## config.mk

```make
export PLATFORM = sky130hd
export DESIGN_NAME = cbad_decoder
export DESIGN_NICKNAME = d
export VERILOG_FILES = /design/src/logic/cbad_pkg.sv /design/src/logic/cbad_decoder.sv
export SDC_FILE = /design/constraint.sdc
export NUM_CORES = 1
export LEC_CHECK = 0
export BUFFER_PORTS_ARGS = -buffer_cell sky130_fd_sc_hd__buf_2
export CAP_MARGIN = 20
export CORE_MARGIN = 1.5
export CORE_UTILIZATION = 46
export DETAILED_ROUTE_END_ITERATION = 7
export PLACE_DENSITY = 0.77
export SYNTH_ARGS = -nofsm -noshare
export SYNTH_HDL_FRONTEND = slang
export SYNTH_SLANG_ARGS = --single-unit
export TNS_END_PERCENT = 1
```

## constraint.sdc

```tcl
create_clock -name sys_clk -period 2.43 [get_ports sys_clk]
set_input_delay 0.3645 -clock sys_clk [delete_from_list [all_inputs] [get_ports sys_clk]]
set_output_delay 0.3645 -clock sys_clk [all_outputs]
set_load 0.02 [all_outputs]
```

## src/logic/cbad_pkg.sv

```systemverilog
/*
 Shared constants and types of the processor board glue logic:
 address decode fields, timing figures and the select bundle.
 Assumes a 16-bit processor address bus and a single system clock.
*/
`default_nettype none
package cbad_pkg;
   // Timing
   localparam int unsigned CLK_HZ        = 40_000_000;
   localparam int unsigned POR_MS        = 20;
   localparam int unsigned POR_CYCLES    = (CLK_HZ / 1000) * POR_MS;
   localparam int unsigned XTAL_HZ       = 4_000_000;
   localparam int unsigned XTAL_DIV      = 4;
   localparam int unsigned E_HZ          = XTAL_HZ / XTAL_DIV;
   localparam int unsigned E_HALF_CYCLES = CLK_HZ / E_HZ / 2;
   localparam int unsigned TEST_TONE_HZ  = 120;

   // Address bit positions
   localparam int unsigned A_BIT10 = 10;
   localparam int unsigned A_BIT11 = 11;
   localparam int unsigned A_BIT12 = 12;
   localparam int unsigned A_BIT13 = 13;
   localparam int unsigned A_BIT14 = 14;
   localparam int unsigned A_BIT15 = 15;

   // Top bits A15..A13 of each space, A15..A14 for RAM
   localparam logic [2:0] IO_SPACE_TOP  = 3'h4;   // 8000-9FFF
   localparam logic [2:0] ROM_SPACE_TOP = 3'h5;   // A000-BFFF
   localparam logic [1:0] RAM_SPACE_TOP = 2'h0;   // A15,A14 low
   // Timer: A12..A9 all high inside the I/O space, 9E00-9FFF
   localparam logic [3:0] TIMER_FIELD   = 4'hF;
   // Vector alias window FFF8-FFFF
   localparam logic [15:0] VECTOR_BASE  = 16'hFFF8;

   typedef struct packed {
      logic rom_select_first;
      logic rom_select_second;
      logic rom_select_third;
      logic rom_select_fourth;
      logic ram_lower_bank_select;
      logic ram_upper_bank_select;
      logic timer_select;
   } cbad_sel_t;

   typedef struct packed {
      logic buffer_drive_enable;
      logic buffer_receive_enable;
   } cbad_buf_t;
endpackage
`default_nettype wire
```

## src/logic/cbad_decoder.sv

```systemverilog
/*
 Processor board glue: power-on reset stretcher with watchdog restart,
 E clock divider, address decode for ROM, RAM, I/O and timer, vector
 alias, RAM write strobe and data buffer direction.
 Assumes address and control come from logic on sys_clk; the watchdog,
 timer 3 interrupt and the PROM size strap are pins and are synchronised; the timer 2 tone is not.
*/
`timescale 1ns/1ps
`default_nettype none

// What this block does
// Hold processor reset asserted for 20 ms after power is applied.
// Drive the same stretched reset onto the system bus for peripherals.
// Timer select from buffered A12..A9 and buffered I/O enable, 9E00-9FFF.
// Timer registers chosen by three select bits plus read/write.
// Timer 1 output acts as watchdog and resets the processor.
// Timer 3 delivers periodic real-time interrupts to the processor.
// Timer 2 drives a 120 Hz square signal onto a test point.
// Drive enable from read/write, bus-available, phase two; processor writing.
// Receive enable from phase two, A15, A13 and read/write.
// All buffer enables qualified by phase two.
// I/O enable from A15..A13 and valid access; a buffered copy goes out.
// Top ROM block also answers FFF8-FFFF for processor vectors.
// 2K parts: fourth ROM select covers B800-BFFF or the vector range.
// 2K parts: second select A800-AFFF, third select B000-B7FF.
// 4K parts: third A000-AFFF, fourth B000-BFFF; 8K ROM total.
// C000-DFFF never selects on-board ROM; left for external ROM.
// ROM enable gates a 1-of-4 decoder on A11 and A12.
// RAM enable from A14, A15 and phase two; it gates the bank decoder.
// With A13 low, A10 picks lower or upper 1K bank up to 07FF.
// Each bank is two 4-bit devices selected together for one byte.
// RAM write strobe only on a valid write during phase two.
// E clock is crystal divided by four, 1 MHz.
// At most one select per address except the vector alias; all combinational.
module cbad_decoder
   import cbad_pkg::*;
#(
   parameter int unsigned POR_COUNT = POR_CYCLES
)
(
   input  wire logic        sys_clk,
   input  wire logic        arst_n,
   input  wire logic [15:0] cpu_addr,
   input  wire logic        cpu_rw,
   input  wire logic        valid_memory_access,
   input  wire logic        bus_available,
   input  wire logic        watchdog_timeout,
   input  wire logic        timer3_irq_n,
   input  wire logic        timer2_tone,
   input  wire logic        rom_cfg_4k,
   output logic             cpu_reset_n,
   output logic             bus_reset_n,
   output logic             e_clk,
   output logic             phase_two,
   output logic [15:0]      buffered_addr,
   output logic             buffered_rw,
   output logic             buffered_valid_access,
   output logic             dma_grant,
   output logic             io_space_enable,
   output logic             buffered_io_space_enable,
   output logic             rom_enable_decode,
   output logic             ram_enable_decode,
   output cbad_sel_t        sel,
   output logic [1:0]       ram_nibble_select_lo,
   output logic [1:0]       ram_nibble_select_hi,
   output logic [2:0]       timer_reg_select,
   output logic             ram_write_n,
   output cbad_buf_t        buf_en,
   output logic             cpu_irq_n,
   output logic             tone_test_point
);

   localparam int unsigned PW = $clog2(POR_COUNT + 1);
   localparam int unsigned EW = $clog2(E_HALF_CYCLES + 1);
   localparam logic [PW-1:0] POR_LOAD = PW'(POR_COUNT);
   localparam logic [EW-1:0] E_LAST   = EW'(E_HALF_CYCLES - 1);

   // Pin synchronisers: first stage feeds only the second
   logic [2:0] sync1_r;
   logic [2:0] sync2_r;
   logic       wdog_s;
   logic       irq_s;
   logic       strap_s;

   always_ff @(posedge sys_clk or negedge arst_n)
   begin
      if (!arst_n)
      begin
         // Idle levels: strap low, interrupt high, watchdog low
         sync1_r <= 3'h2;
         sync2_r <= 3'h2;
      end
      else
      begin
         sync1_r <= {rom_cfg_4k, timer3_irq_n, watchdog_timeout};
         sync2_r <= sync1_r;
      end
   end

   assign wdog_s  = sync2_r[0];
   assign irq_s   = sync2_r[1];
   assign strap_s = sync2_r[2];

   // Reset stretcher; a watchdog timeout restarts the full pulse
   logic [PW-1:0] por_cnt_r;
   logic [PW-1:0] por_cnt_nxt;
   logic          reset_hold_r;

   assign por_cnt_nxt = wdog_s ? POR_LOAD
                      : (por_cnt_r != '0) ? por_cnt_r - PW'(1) : por_cnt_r;

   always_ff @(posedge sys_clk or negedge arst_n)
   begin
      if (!arst_n)
      begin
         por_cnt_r    <= POR_LOAD;
         reset_hold_r <= 1'b1;
      end
      else
      begin
         por_cnt_r    <= por_cnt_nxt;
         reset_hold_r <= (por_cnt_nxt != '0);
      end
   end

   assign cpu_reset_n = ~reset_hold_r;
   assign bus_reset_n = ~reset_hold_r;

   // PROM size strap sampled while reset is held, fixed after release
   logic cfg_4k_r;

   always_ff @(posedge sys_clk or negedge arst_n)
   begin
      if (!arst_n)
         cfg_4k_r <= 1'b0;
      else if (reset_hold_r)
         cfg_4k_r <= strap_s;
   end

   // E clock: crystal rate divided by four, from the system clock
   logic [EW-1:0] e_cnt_r;
   logic          e_clk_r;
   logic          e_toggle;

   assign e_toggle = (e_cnt_r == E_LAST);

   always_ff @(posedge sys_clk or negedge arst_n)
   begin
      if (!arst_n)
      begin
         e_cnt_r <= '0;
         e_clk_r <= 1'b0;
      end
      else
      begin
         e_cnt_r <= e_toggle ? '0 : e_cnt_r + EW'(1);
         if (e_toggle)
            e_clk_r <= ~e_clk_r;
      end
   end

   assign e_clk     = e_clk_r;
   assign phase_two = e_clk_r;

   // Control and address buffering toward the system bus
   assign buffered_addr         = cpu_addr;
   assign buffered_rw           = cpu_rw;
   assign buffered_valid_access = valid_memory_access;
   assign dma_grant             = bus_available;

   // Address fields
   wire [2:0] top3      = cpu_addr[A_BIT15:A_BIT13];
   wire [1:0] top2      = cpu_addr[A_BIT15:A_BIT14];
   wire [1:0] rom_bank  = cpu_addr[A_BIT12:A_BIT11];
   wire       vec_hit   = (cpu_addr >= VECTOR_BASE);
   wire       timer_fld = (cpu_addr[A_BIT12:A_BIT12-3] == TIMER_FIELD);

   // I/O space, 8000-9FFF
   assign io_space_enable          = (top3 == IO_SPACE_TOP) & valid_memory_access;
   assign buffered_io_space_enable = io_space_enable;
   assign sel.timer_select         = buffered_io_space_enable & timer_fld;
   assign timer_reg_select         = cpu_addr[2:0];

   // ROM: A000-BFFF plus the FFF8-FFFF vector alias; C000-DFFF is never decoded here
   assign rom_enable_decode = (top3 == ROM_SPACE_TOP);

   wire [3:0] rom_dec = rom_enable_decode ? (4'h1 << rom_bank) : 4'h0;

   assign sel.rom_select_first  = ~cfg_4k_r & rom_dec[0];
   assign sel.rom_select_second = ~cfg_4k_r & rom_dec[1];
   assign sel.rom_select_third  = cfg_4k_r ? (rom_dec[0] | rom_dec[1])
                                           : rom_dec[2];
   assign sel.rom_select_fourth = (cfg_4k_r ? (rom_dec[2] | rom_dec[3])
                                            : rom_dec[3])
                                | vec_hit;

   // RAM: 0000-07FF, two banks of 1K
   assign ram_enable_decode = (top2 == RAM_SPACE_TOP) & phase_two;

   wire ram_lo_win = ram_enable_decode & ~cpu_addr[A_BIT13] & ~cpu_addr[A_BIT11];

   assign sel.ram_lower_bank_select = ram_lo_win & ~cpu_addr[A_BIT10];
   assign sel.ram_upper_bank_select = ram_lo_win &  cpu_addr[A_BIT10];

   // Both nibble devices of a bank share its select
   assign ram_nibble_select_lo = {2{sel.ram_lower_bank_select}};
   assign ram_nibble_select_hi = {2{sel.ram_upper_bank_select}};

   assign ram_write_n = ~(~cpu_rw & valid_memory_access & phase_two);

   // Data buffer direction, both tri-stated outside phase two
   assign buf_en.buffer_drive_enable   = ~cpu_rw & ~bus_available & phase_two;
   assign buf_en.buffer_receive_enable = cpu_rw & cpu_addr[A_BIT15]
                                       & ~cpu_addr[A_BIT13] & phase_two;

   // Timer outputs routed onward
   assign cpu_irq_n       = irq_s;
   assign tone_test_point = timer2_tone;

endmodule
`default_nettype wire

```

==> After elaboration in Yosys (flattened, before gate mapping) <==
Index checks and enable logic that the tools add are counted.
Widths: inputs -> output; s select.
{ "totals": {"n_memories": 0, "regBits": 34, "ram_bits": 0, "in_bits": 25, "latchBits": 0, "elab_cells": 52, "rom_bits": 0} }
{ "op_classes": {"n_eq_ne": 4, "bitwise": 28, "n_shift": 1, "magnitude_cmp": 1, "n_addsub": 2, "mul": 0, "div_mod_pow": 0, "reduce_logical": 3, "n_mux": 6} }
{ "op_table": {"columns": ["operator", "n"], "rows": [
  ["$mux 20", 2],
  ["$reduce_bool 20->1", 2],
  ["$sub 20x1->20 const B", 1],
  ["$and 1x1->1", 16],
  ["$ge 16x16->1 const B", 1],
  ["$not 1->1", 9],
  ["$eq 3x3->1 const B", 2],
  ["$add 5x1->5 const B", 1],
  ["$eq 5x5->1 const B", 1],
  ["$mux 5", 1],
  ["$eq 4x4->1 const B", 1],
  ["$mux 4", 1],
  ["$shl 1x2->4 const A", 1],
  ["$or 1x1->1", 3],
  ["$logic_not 2->1", 1],
  ["$mux 1", 2]
]} }

==> Logic depth before layout (Yosys ltp) <==
Gate-level depths: netlist of run 1.
{ "logic_depth": {"word_depth": 5, "depth_mapped": 9} }

==> Least setup slack after synthesis of run 1 <==
No wires, ideal clock.
{ "synth_path": {"path_type": "register to register", "from": "register por_cnt_r[4]", "to": "register reset_hold_r", "stages_incl_launch_ff": 9, "n_path_buf": 2, "t_arrival_ps": 2281, "setup_time_ps": 94, "period_less_slack_ps": 2375, "setup_slack_ps": 55, "required_time_ps": 2336, "cell_sequence": "dfrtp_1 -> buf_6 -> or4_4 -> or2_1 -> buf_6 -> nor4_2 -> mux2_1 -> o21bai_1 -> nand4b_1"} }
{ "synth_via": {"elab_chain_cells": 4, "word_cells_on_any_way": 5} }
{ "synth_rtl": {"columns": ["item", "line_no", "text"], "rows": [
  ["start: declaration", "cbad_decoder.sv:105", "logic [PW-1:0] por_cnt_r;"],
  ["start signal: assignment", "cbad_decoder.sv:121", "por_cnt_r <= por_cnt_nxt;"],
  ["$sub 20x1->20 or $reduce_bool 20->1 (tied branches)", "cbad_decoder.sv:110", ": (por_cnt_r != '0) ? por_cnt_r - PW'(1) : por_cnt_r;"],
  ["$mux 20 (*)", "cbad_decoder.sv:110", null],
  ["$mux 20 (*)", "cbad_decoder.sv:109", "assign por_cnt_nxt = wdog_s ? POR_LOAD"],
  ["net por_cnt_nxt[15]", "cbad_decoder.sv:106", "logic [PW-1:0] por_cnt_nxt;"],
  ["$reduce_bool 20->1 (*)", "cbad_decoder.sv:122", "reset_hold_r <= (por_cnt_nxt != '0);"],
  ["end signal: assignment", "cbad_decoder.sv:122", null],
  ["end: declaration", "cbad_decoder.sv:107", "logic reset_hold_r;"]
]} }
The timed path passes the listed nets; every way through them passes the cells marked *.
A chain may end at the register's enable or synchronous reset.

==> Worst setup path in the final report of run 1 <==
{ "layout_path": {"from": "register por_cnt_r[6]", "to": "register reset_hold_r"} }
Same word-level chain as after synthesis.

==> results.cfg, run 1 <==
[run_status]
outcome = finished, final reports clean

[sta]
slew-limit-headroom_pct = 51.82
skew_ns = 0.003478
period_needed_ns = 2.397
fmax_mhz = 417.3
tightest_slew_ns = 0.7227
maxSlewViolCount = 0
setup_viol = 0
hold_viol_final = 0
fin_crit_sh_pct = 98.62

[place]
dp_hpwl_um = 3659
place.gp.congestion = 0.9841
port_buffers = 59
postPlaceCellArea_mm2 = 0.002386

[power_and_ir_drop]
combPwrFrac_pct = 24.3
pwr-share-clk_pct = 33.9
power.density_mw_per_mm2 = 591.7
p_int_mw = 1.095
switching_share_pct = 28.62
power_leakage_nw = 1.208
power.switching_mw = 0.4393
peakVddDrop_mv = 0.4877
power_frac_seq_pct = 41.9

[cells_and_area]
finish.utilization_pct = 58.76
drive_gt1_share_pct = 44.40
area_growth_pct = 20.73
antenna_cells = 0
final_nets = 296
postLayoutCellArea_mm2 = 0.002594

[routing]
drc = 0
num_vias = 1849
drt_iter0_drc = 85
wl_per_cell_um = 15.87
vias_per_cell = 5.778
drt-pass1-iter-count = 4
finalWirelength_um = 5079
drtAntennaViolNets = 0

[synthesis]
synth_cell_types = 62
synthCells = 218
yosysWarningCount = 0
synthArstFlopShare_pct = 100.0
synth-edff-count = 0
synth_ff_type = dfrtp_1
synthTopCellsByArea = dfrtp_1 29%, dfstp_2 11%, buf_4 11%
ys_ff_latch = 34
syn-mean-instance-area_um2 = 9.855
yosysTopAreaCell = dfrtp_1
seq_area_frac_synth_pct = 40.13
synth_nets = 246
syn-cell-area_mm2 = 0.002148
yosys.area.top_type_share_pct = 29.12

[die]
die_h_um = 71.34
rows = 24
die_w_um = 71.34
initial_utilization_pct = 48.67
coreArea_mm2 = 0.004414
pin_count = 71
die-area_mm2 = 0.005089

[setup_path]
crit_required_ns = 2.63
critPathKind = flop to flop
cp_max_fo = 4
startpoint_type = flop
r2r_cells = 7
end_kind = flop
cp.arrival_ns = 2.59

[clock_tree]
htreeDepth = 2
clk_pin_slew_ns = 0.07
cts_tree = yes
clock-sinks = 34
cts_root_buf = clkbuf_8
cts_hold_buf = 0
clk_path_buf_depth = 2
cts_buffers = 5
clk_latency_ns = 0.28

[global_routing]
antenna_found_initial = 0
grtUsageTotal_pct = 19.75
grt_pass1_vias = 1588
grt_pass1_wl_um = 7624
overflow = 0
grt_max_degree = 35

[flow_run]
max_cap_viol_count = 0

[worst_hold_path]
hold_class = input port to asynchronous set/reset pin
## cell usage after synthesis (2+ instances only)
master    count
buf_4        31
dfrtp_1      25
nor2_1       16
nand2_1      12
dfstp_2       9
inv_1         9
nor3_1        9
o21ai_0       7
nand3_1       6
nor4_1        6
a21oi_1       5
xnor2_1       5
and3_1        4
ha_1          3
nor2b_1       3
nor3b_1       3
o21ai_1       3
a211oi_1      2
a21boi_1      2
a311o_1       2
and2_1        2
and4_1        2
buf_6         2
clkbuf_1      2
mux2_1        2
nand4_1       2
nor4_2        2
nor4b_1       2
o31ai_1       2
o41ai_2       2
or4_1         2
or4_4         2
or4b_1        2
xor2_1        2
## layout by cell type, fill, tap and decap left out, drive strengths merged, types with 3 or more instances in the layout
master and n:
a21oi 5, buf 81, mux2 3, or4 4, a211oi 3, xnor2 5, nand2 12, ha 3
nor4b 3, o21ai 10, nor3 10, nor4 9, inv 9, nor2b 3, nor2 17, clkbuf 6
nand3 6, nor3b 3, and3 5, dfrtp 25, dfstp 9
## power by group through the flow
stage / Combinational (mW) / Sequential (mW) / Clock [mW]
2_1_floorplan: 0.234 / 0.645 / 0
3_3_place_gp: 0.332 / 0.648 / 0
3_5_place_dp: 0.336 / 0.650 / 0
4_1_cts: 0.338 / 0.640 / 0.533
5_1_grt: 0.402 / 0.647 / 0.567
6_report: 0.372 / 0.643 / 0.520
## worst max-delay path: stages (launching register included)
cell and delay, ns:
dfrtp_1 0.39, or4_4 0.57, or2_4 0.28, buf_4 0.17
o41ai_4 0.36, nand3_2 0.15, a2111oi_2 0.26, nand4b_1 0.14
## what timing repair did
| action | in CTS | in global routing |
|---|---|---|
| setup endpoints to repair | 1 | 1 |
| resized for setup | 0 | 14 |
| buffers inserted | 0 | 1 |
| pin swaps | 1 | 4 |
## layer usage
| layer | wire length [µm] | part of all wire [%] | global-route usage (%) |
|---|---|---|---|
| met5 | 0 | 0 | 0 |
| met4 | 186 | 3.7 | 12.16 |
| met3 | 374 | 7.4 | 5.626 |
| met2 | 2446 | 48 | 30.14 |
| met1 | 2072 | 41 | 24.75 |
## per-stage QoR
stage | cells | setup slack (ns) | TNS, ns | hold WS [ns] | total power [mW]
finish | 320 | 0.03349 | 0 | 0.1269 | 1.535
floorplan | 218 | 0.05525 | 0 | 0.06891 | 0.8783
CTS | 319 | 0.04374 | 0 | 0.1567 | 1.510
global placement | 312 | 0.04327 | 0 | 0.3329 | 0.9792
detailed placement | 312 | 0.01553 | 0 | 0.3402 | 0.9859
global route | 320 | -0.05886 | -0.05886 | 0.1534 | 1.616
## kinds of logic (layout without fill, tap and decap cells)
kind of cell               after synthesis  after routing  share of synthesized area (%)
adders and majority gates                3              3                          1.747
buffers and inverters                   47             97                          14.62
DFF                                     34             34                          40.13
AOI/OAI and AO/OA                       35             35                          12.64
and+or+nand+nor                         88             88                          25.98
muxes                                    4              4                          2.038
xor gates and xnor gates                 7              7                          2.854
## final cells by class
type / instances / area (µm²)
Clock inverter: 1 / 30.03
Multi-Input combinational cell: 137 / 1056
Inverter: 9 / 33.78
Timing Repair Buffer: 81 / 464.2
Tap cell: 52 / 65.06
Sequential cell: 34 / 862.1
Clock buffer: 6 / 82.58
Fill cell: 361 / 1821
## flip-flops by register name (all words and copies together) (netlist names)
register,count
e_clk,1
por_cnt_r,20
sync2_r,3
e_cnt_r,5
sync1_r,3
cfg_4k_r,1
reset_hold_r,1
## path summary, 6_finish.rpt
check,from,to,slack [ns]
min in group sys_clk,timer3_irq_n,sync1_r[1]$_DFF_PN1_,0.17
hold reg to reg,sync1_r[0]$_DFF_PN0_,sync2_r[0]$_DFF_PN0_,0.35
max in group asynchronous,arst_n,por_cnt_r[16]$_DFF_PN0_,1.83
hold / removal,arst_n,por_cnt_r[2]$_DFF_PN0_,0.13
setup reg to reg,por_cnt_r[6]$_DFF_PN0_,reset_hold_r$_DFF_PN1_,0.03
setup / recovery,por_cnt_r[6]$_DFF_PN0_,reset_hold_r$_DFF_PN1_,0.03
(Power assumes the default switching activity.)
==> run 2, diff against run 1 <==
- ABC_AREA: unset -> 1
- PLACE_DENSITY: 0.77 -> 0.76
==> run 2 against run 1 <==
Net effect: register-to-register slack better by 0.51 ns; fmax up 27%; core utilization down 6.1 points; cell area down 3.5%; combinational power up 16%; sequential cell count unchanged; worst hold slack worse by 0.011 ns; total power down 3.3%.
==> results.cfg, run 2 <==
[sta]
hold_viol_final = 0
period_needed_ns = 1.883
rsz0062_at_grt = false
tightest_slew_ns = 0.7090
setup_ws_ns = 0.5469
fmax_mhz = 531.0
slew-limit-headroom_pct = 52.73
fin_crit_sh_pct = 77.49
setup_viol = 0
worst_hold_slack_ns = 0.1157
setup_tns_ns = 0
maxSlewViolCount = 0
skew_ns = 0.006286

[routing]
num_vias = 1967
drt-pass1-iter-count = 4
vias_per_cell = 4.774
drtAntennaViolNets = 0
wl_per_cell_um = 11.08
finalWirelength_um = 4564
drt_iter0_drc = 77
drc = 0

[power_and_ir_drop]
power_leakage_nw = 1.396
peakVddDrop_mv = 0.5241
power.density_mw_per_mm2 = 593.0

[cells_and_area]
top_register = por_cnt_r
multiInputGateArea_mm2 = 0.001011
final_nets = 373
largest_reg_flops = 20
antenna_cells = 0
final_cell_mix = 69 x nand2_1, 59 x buf_2, 45 x inv_1
finalNonFillerCells = 412
seq_area_um2 = 862.1
top_regs = por_cnt_r: 20 flops, e_cnt_r: 5 flops
area_growth_pct = 9.285
fillers = 467
postLayoutCellArea_mm2 = 0.002504
layout_commonest_cell = nand2_1
drive_gt1_share_pct = 26.96

[setup_path]
rrSetupSlack_ns = 0.55
end_kind = flop
startpoint_type = flop
cp_max_fo = 6
r2r-end = reset_hold_r$_DFF_PN1_
r2r_cells = 10
timing.rr.start = por_cnt_r[0]$_DFF_PN0_
critPathKind = flop to flop
crit_required_ns = 2.64
cp.arrival_ns = 2.10

[place]
postPlaceCellArea_mm2 = 0.002425
dp_hpwl_um = 3522
dp_cells = 405
port_buffers = 59
place.gp.congestion = 0.9400
pre_cts_ws_ns = 0.5869

[global_routing]
overflow = 0
met1_usage_pct = 22.36
grt_pass1_vias = 1656
antenna_found_initial = 0
grt_busiest_layer = met2
grtUsageTotal_pct = 17.35
grt_use_met3_pct = 3.429
grt_pass1_wl_um = 7169
met2_usage_pct = 27.83
grt_max_degree = 35

[clock_tree]
post_cts_resize_count = 0
cts_hold_buf = 0
cts_setup_buffers = 0
clk_path_buf_depth = 2
clk_latency_ns = 0.29
clk_pin_slew_ns = 0.07
htreeDepth = 2
clock-sinks = 34
cts_tree = yes
cts_buffers = 5
cts_root_buf = clkbuf_8

[die]
coreArea_mm2 = 0.004755
initial_utilization_pct = 48.18
die-area_mm2 = 0.005413
die_w_um = 73.57
pin_count = 71
rows = 25
die_h_um = 73.57

[synthesis]
synth-edff-count = 0
yosys.area.top_type_share_pct = 27.31
syn-cell-area_mm2 = 0.002291
synth_nets = 340
yosysWarningCount = 0
yosysMostFrequentCell = nand2_1
syn-mean-instance-area_um2 = 7.343
synthCells = 312
ys_ff_latch = 34
seq_area_frac_synth_pct = 37.63
synthArstFlopShare_pct = 100.0
synthTopCellsByArea = dfrtp_1 27%, nand2_1 11%, dfstp_2 10%
synth_ff_type = dfrtp_1
synth_cell_types = 28
synth_common_cells = 69 x nand2_1, 45 x inv_1, 36 x nor2_1, 34 x nand3_1, 30 x buf_4
yosysTopAreaCell = dfrtp_1

[flow_run]
max_cap_viol_count = 0

[worst_hold_path]
hold_class = input port to asynchronous set/reset pin

[run_status]
outcome = finished, final reports clean
run 2: per-layer routing:
layer / share of wire [%] / vias to the layer above
li1: - / 1014
met3: 6.8 / 9
met4: 2.3 / 0
met5: 0 / -
met1: 45 / 870
met2: 46 / 74
run 2: cells by family (layout without fill, tap and decap cells):
family,Yosys count,in the layout,share of synthesized area [%]
AND/OR/NAND/NOR,177,177,36.70
flip-flops,34,34,37.63
XOR/XNOR,9,9,3.441
AO/OA/AOI/OAI,10,10,2.348
adder cells (fa/ha/maj),3,3,1.639
buffers and inverters,79,112,18.24
run 2: worst max-delay path by stage:
| stage | from | end | slack [ns] | depth (start not counted) |
|---|---|---|---|---|
| 5_1_grt | por_cnt_r[0]$_DFF_PN0_ | reset_hold_r$_DFF_PN1_ | 0.37 | 11 |
| 4_1_cts | por_cnt_r[0]$_DFF_PN0_ | reset_hold_r$_DFF_PN1_ | 0.57 | 10 |
| 3_5_place_dp | por_cnt_r[0]$_DFF_PN0_ | reset_hold_r$_DFF_PN1_ | 0.59 | 10 |
| 3_3_place_gp | por_cnt_r[0]$_DFF_PN0_ | reset_hold_r$_DFF_PN1_ | 0.60 | 11 |
| 6_report | por_cnt_r[0]$_DFF_PN0_ | reset_hold_r$_DFF_PN1_ | 0.55 | 10 |
| 2_1_floorplan | e_clk$_DFFE_PN0N_ | ram_nibble_select_lo[1] | 0.16 | 5 |
run 2: worst max-delay path, stage by stage (launching register included):
cell,delay (ns)
dfrtp_1,0.38
inv_1,0.17
ha_1,0.26
nand2_2,0.14
nor2_1,0.20
nand3_1,0.13
xor2_1,0.15
nand2_1,0.09
nand3_1,0.08
nor2_1,0.12
nand3_1,0.08
run 2: layout make-up:
cell class                      count  share of cell area, %
Inverter                           46                  6.897
Timing Repair Buffer               59                  11.79
Clock inverter                      2                 0.3998
Tap cell                           67                  3.348
Sequential cell                    34                  34.43
Multi-Input combinational cell    199                  40.38
Clock buffer                        5                  2.749
run 2: through the flow:
step                utilization [%]  power, mW
floorplan                         -      1.019
finish                        52.66      1.485
global route                  52.66      1.568
CTS                           52.66      1.496
detailed placement            51.00      1.099
global placement              51.00      1.098
run 2: power breakdown:
group | internal, mW | switching, mW | total, mW
Combinational | 0.146 | 0.288 | 0.433
Clock | 0.192 | 0.200 | 0.392
Sequential | 0.612 | 0.0471 | 0.659
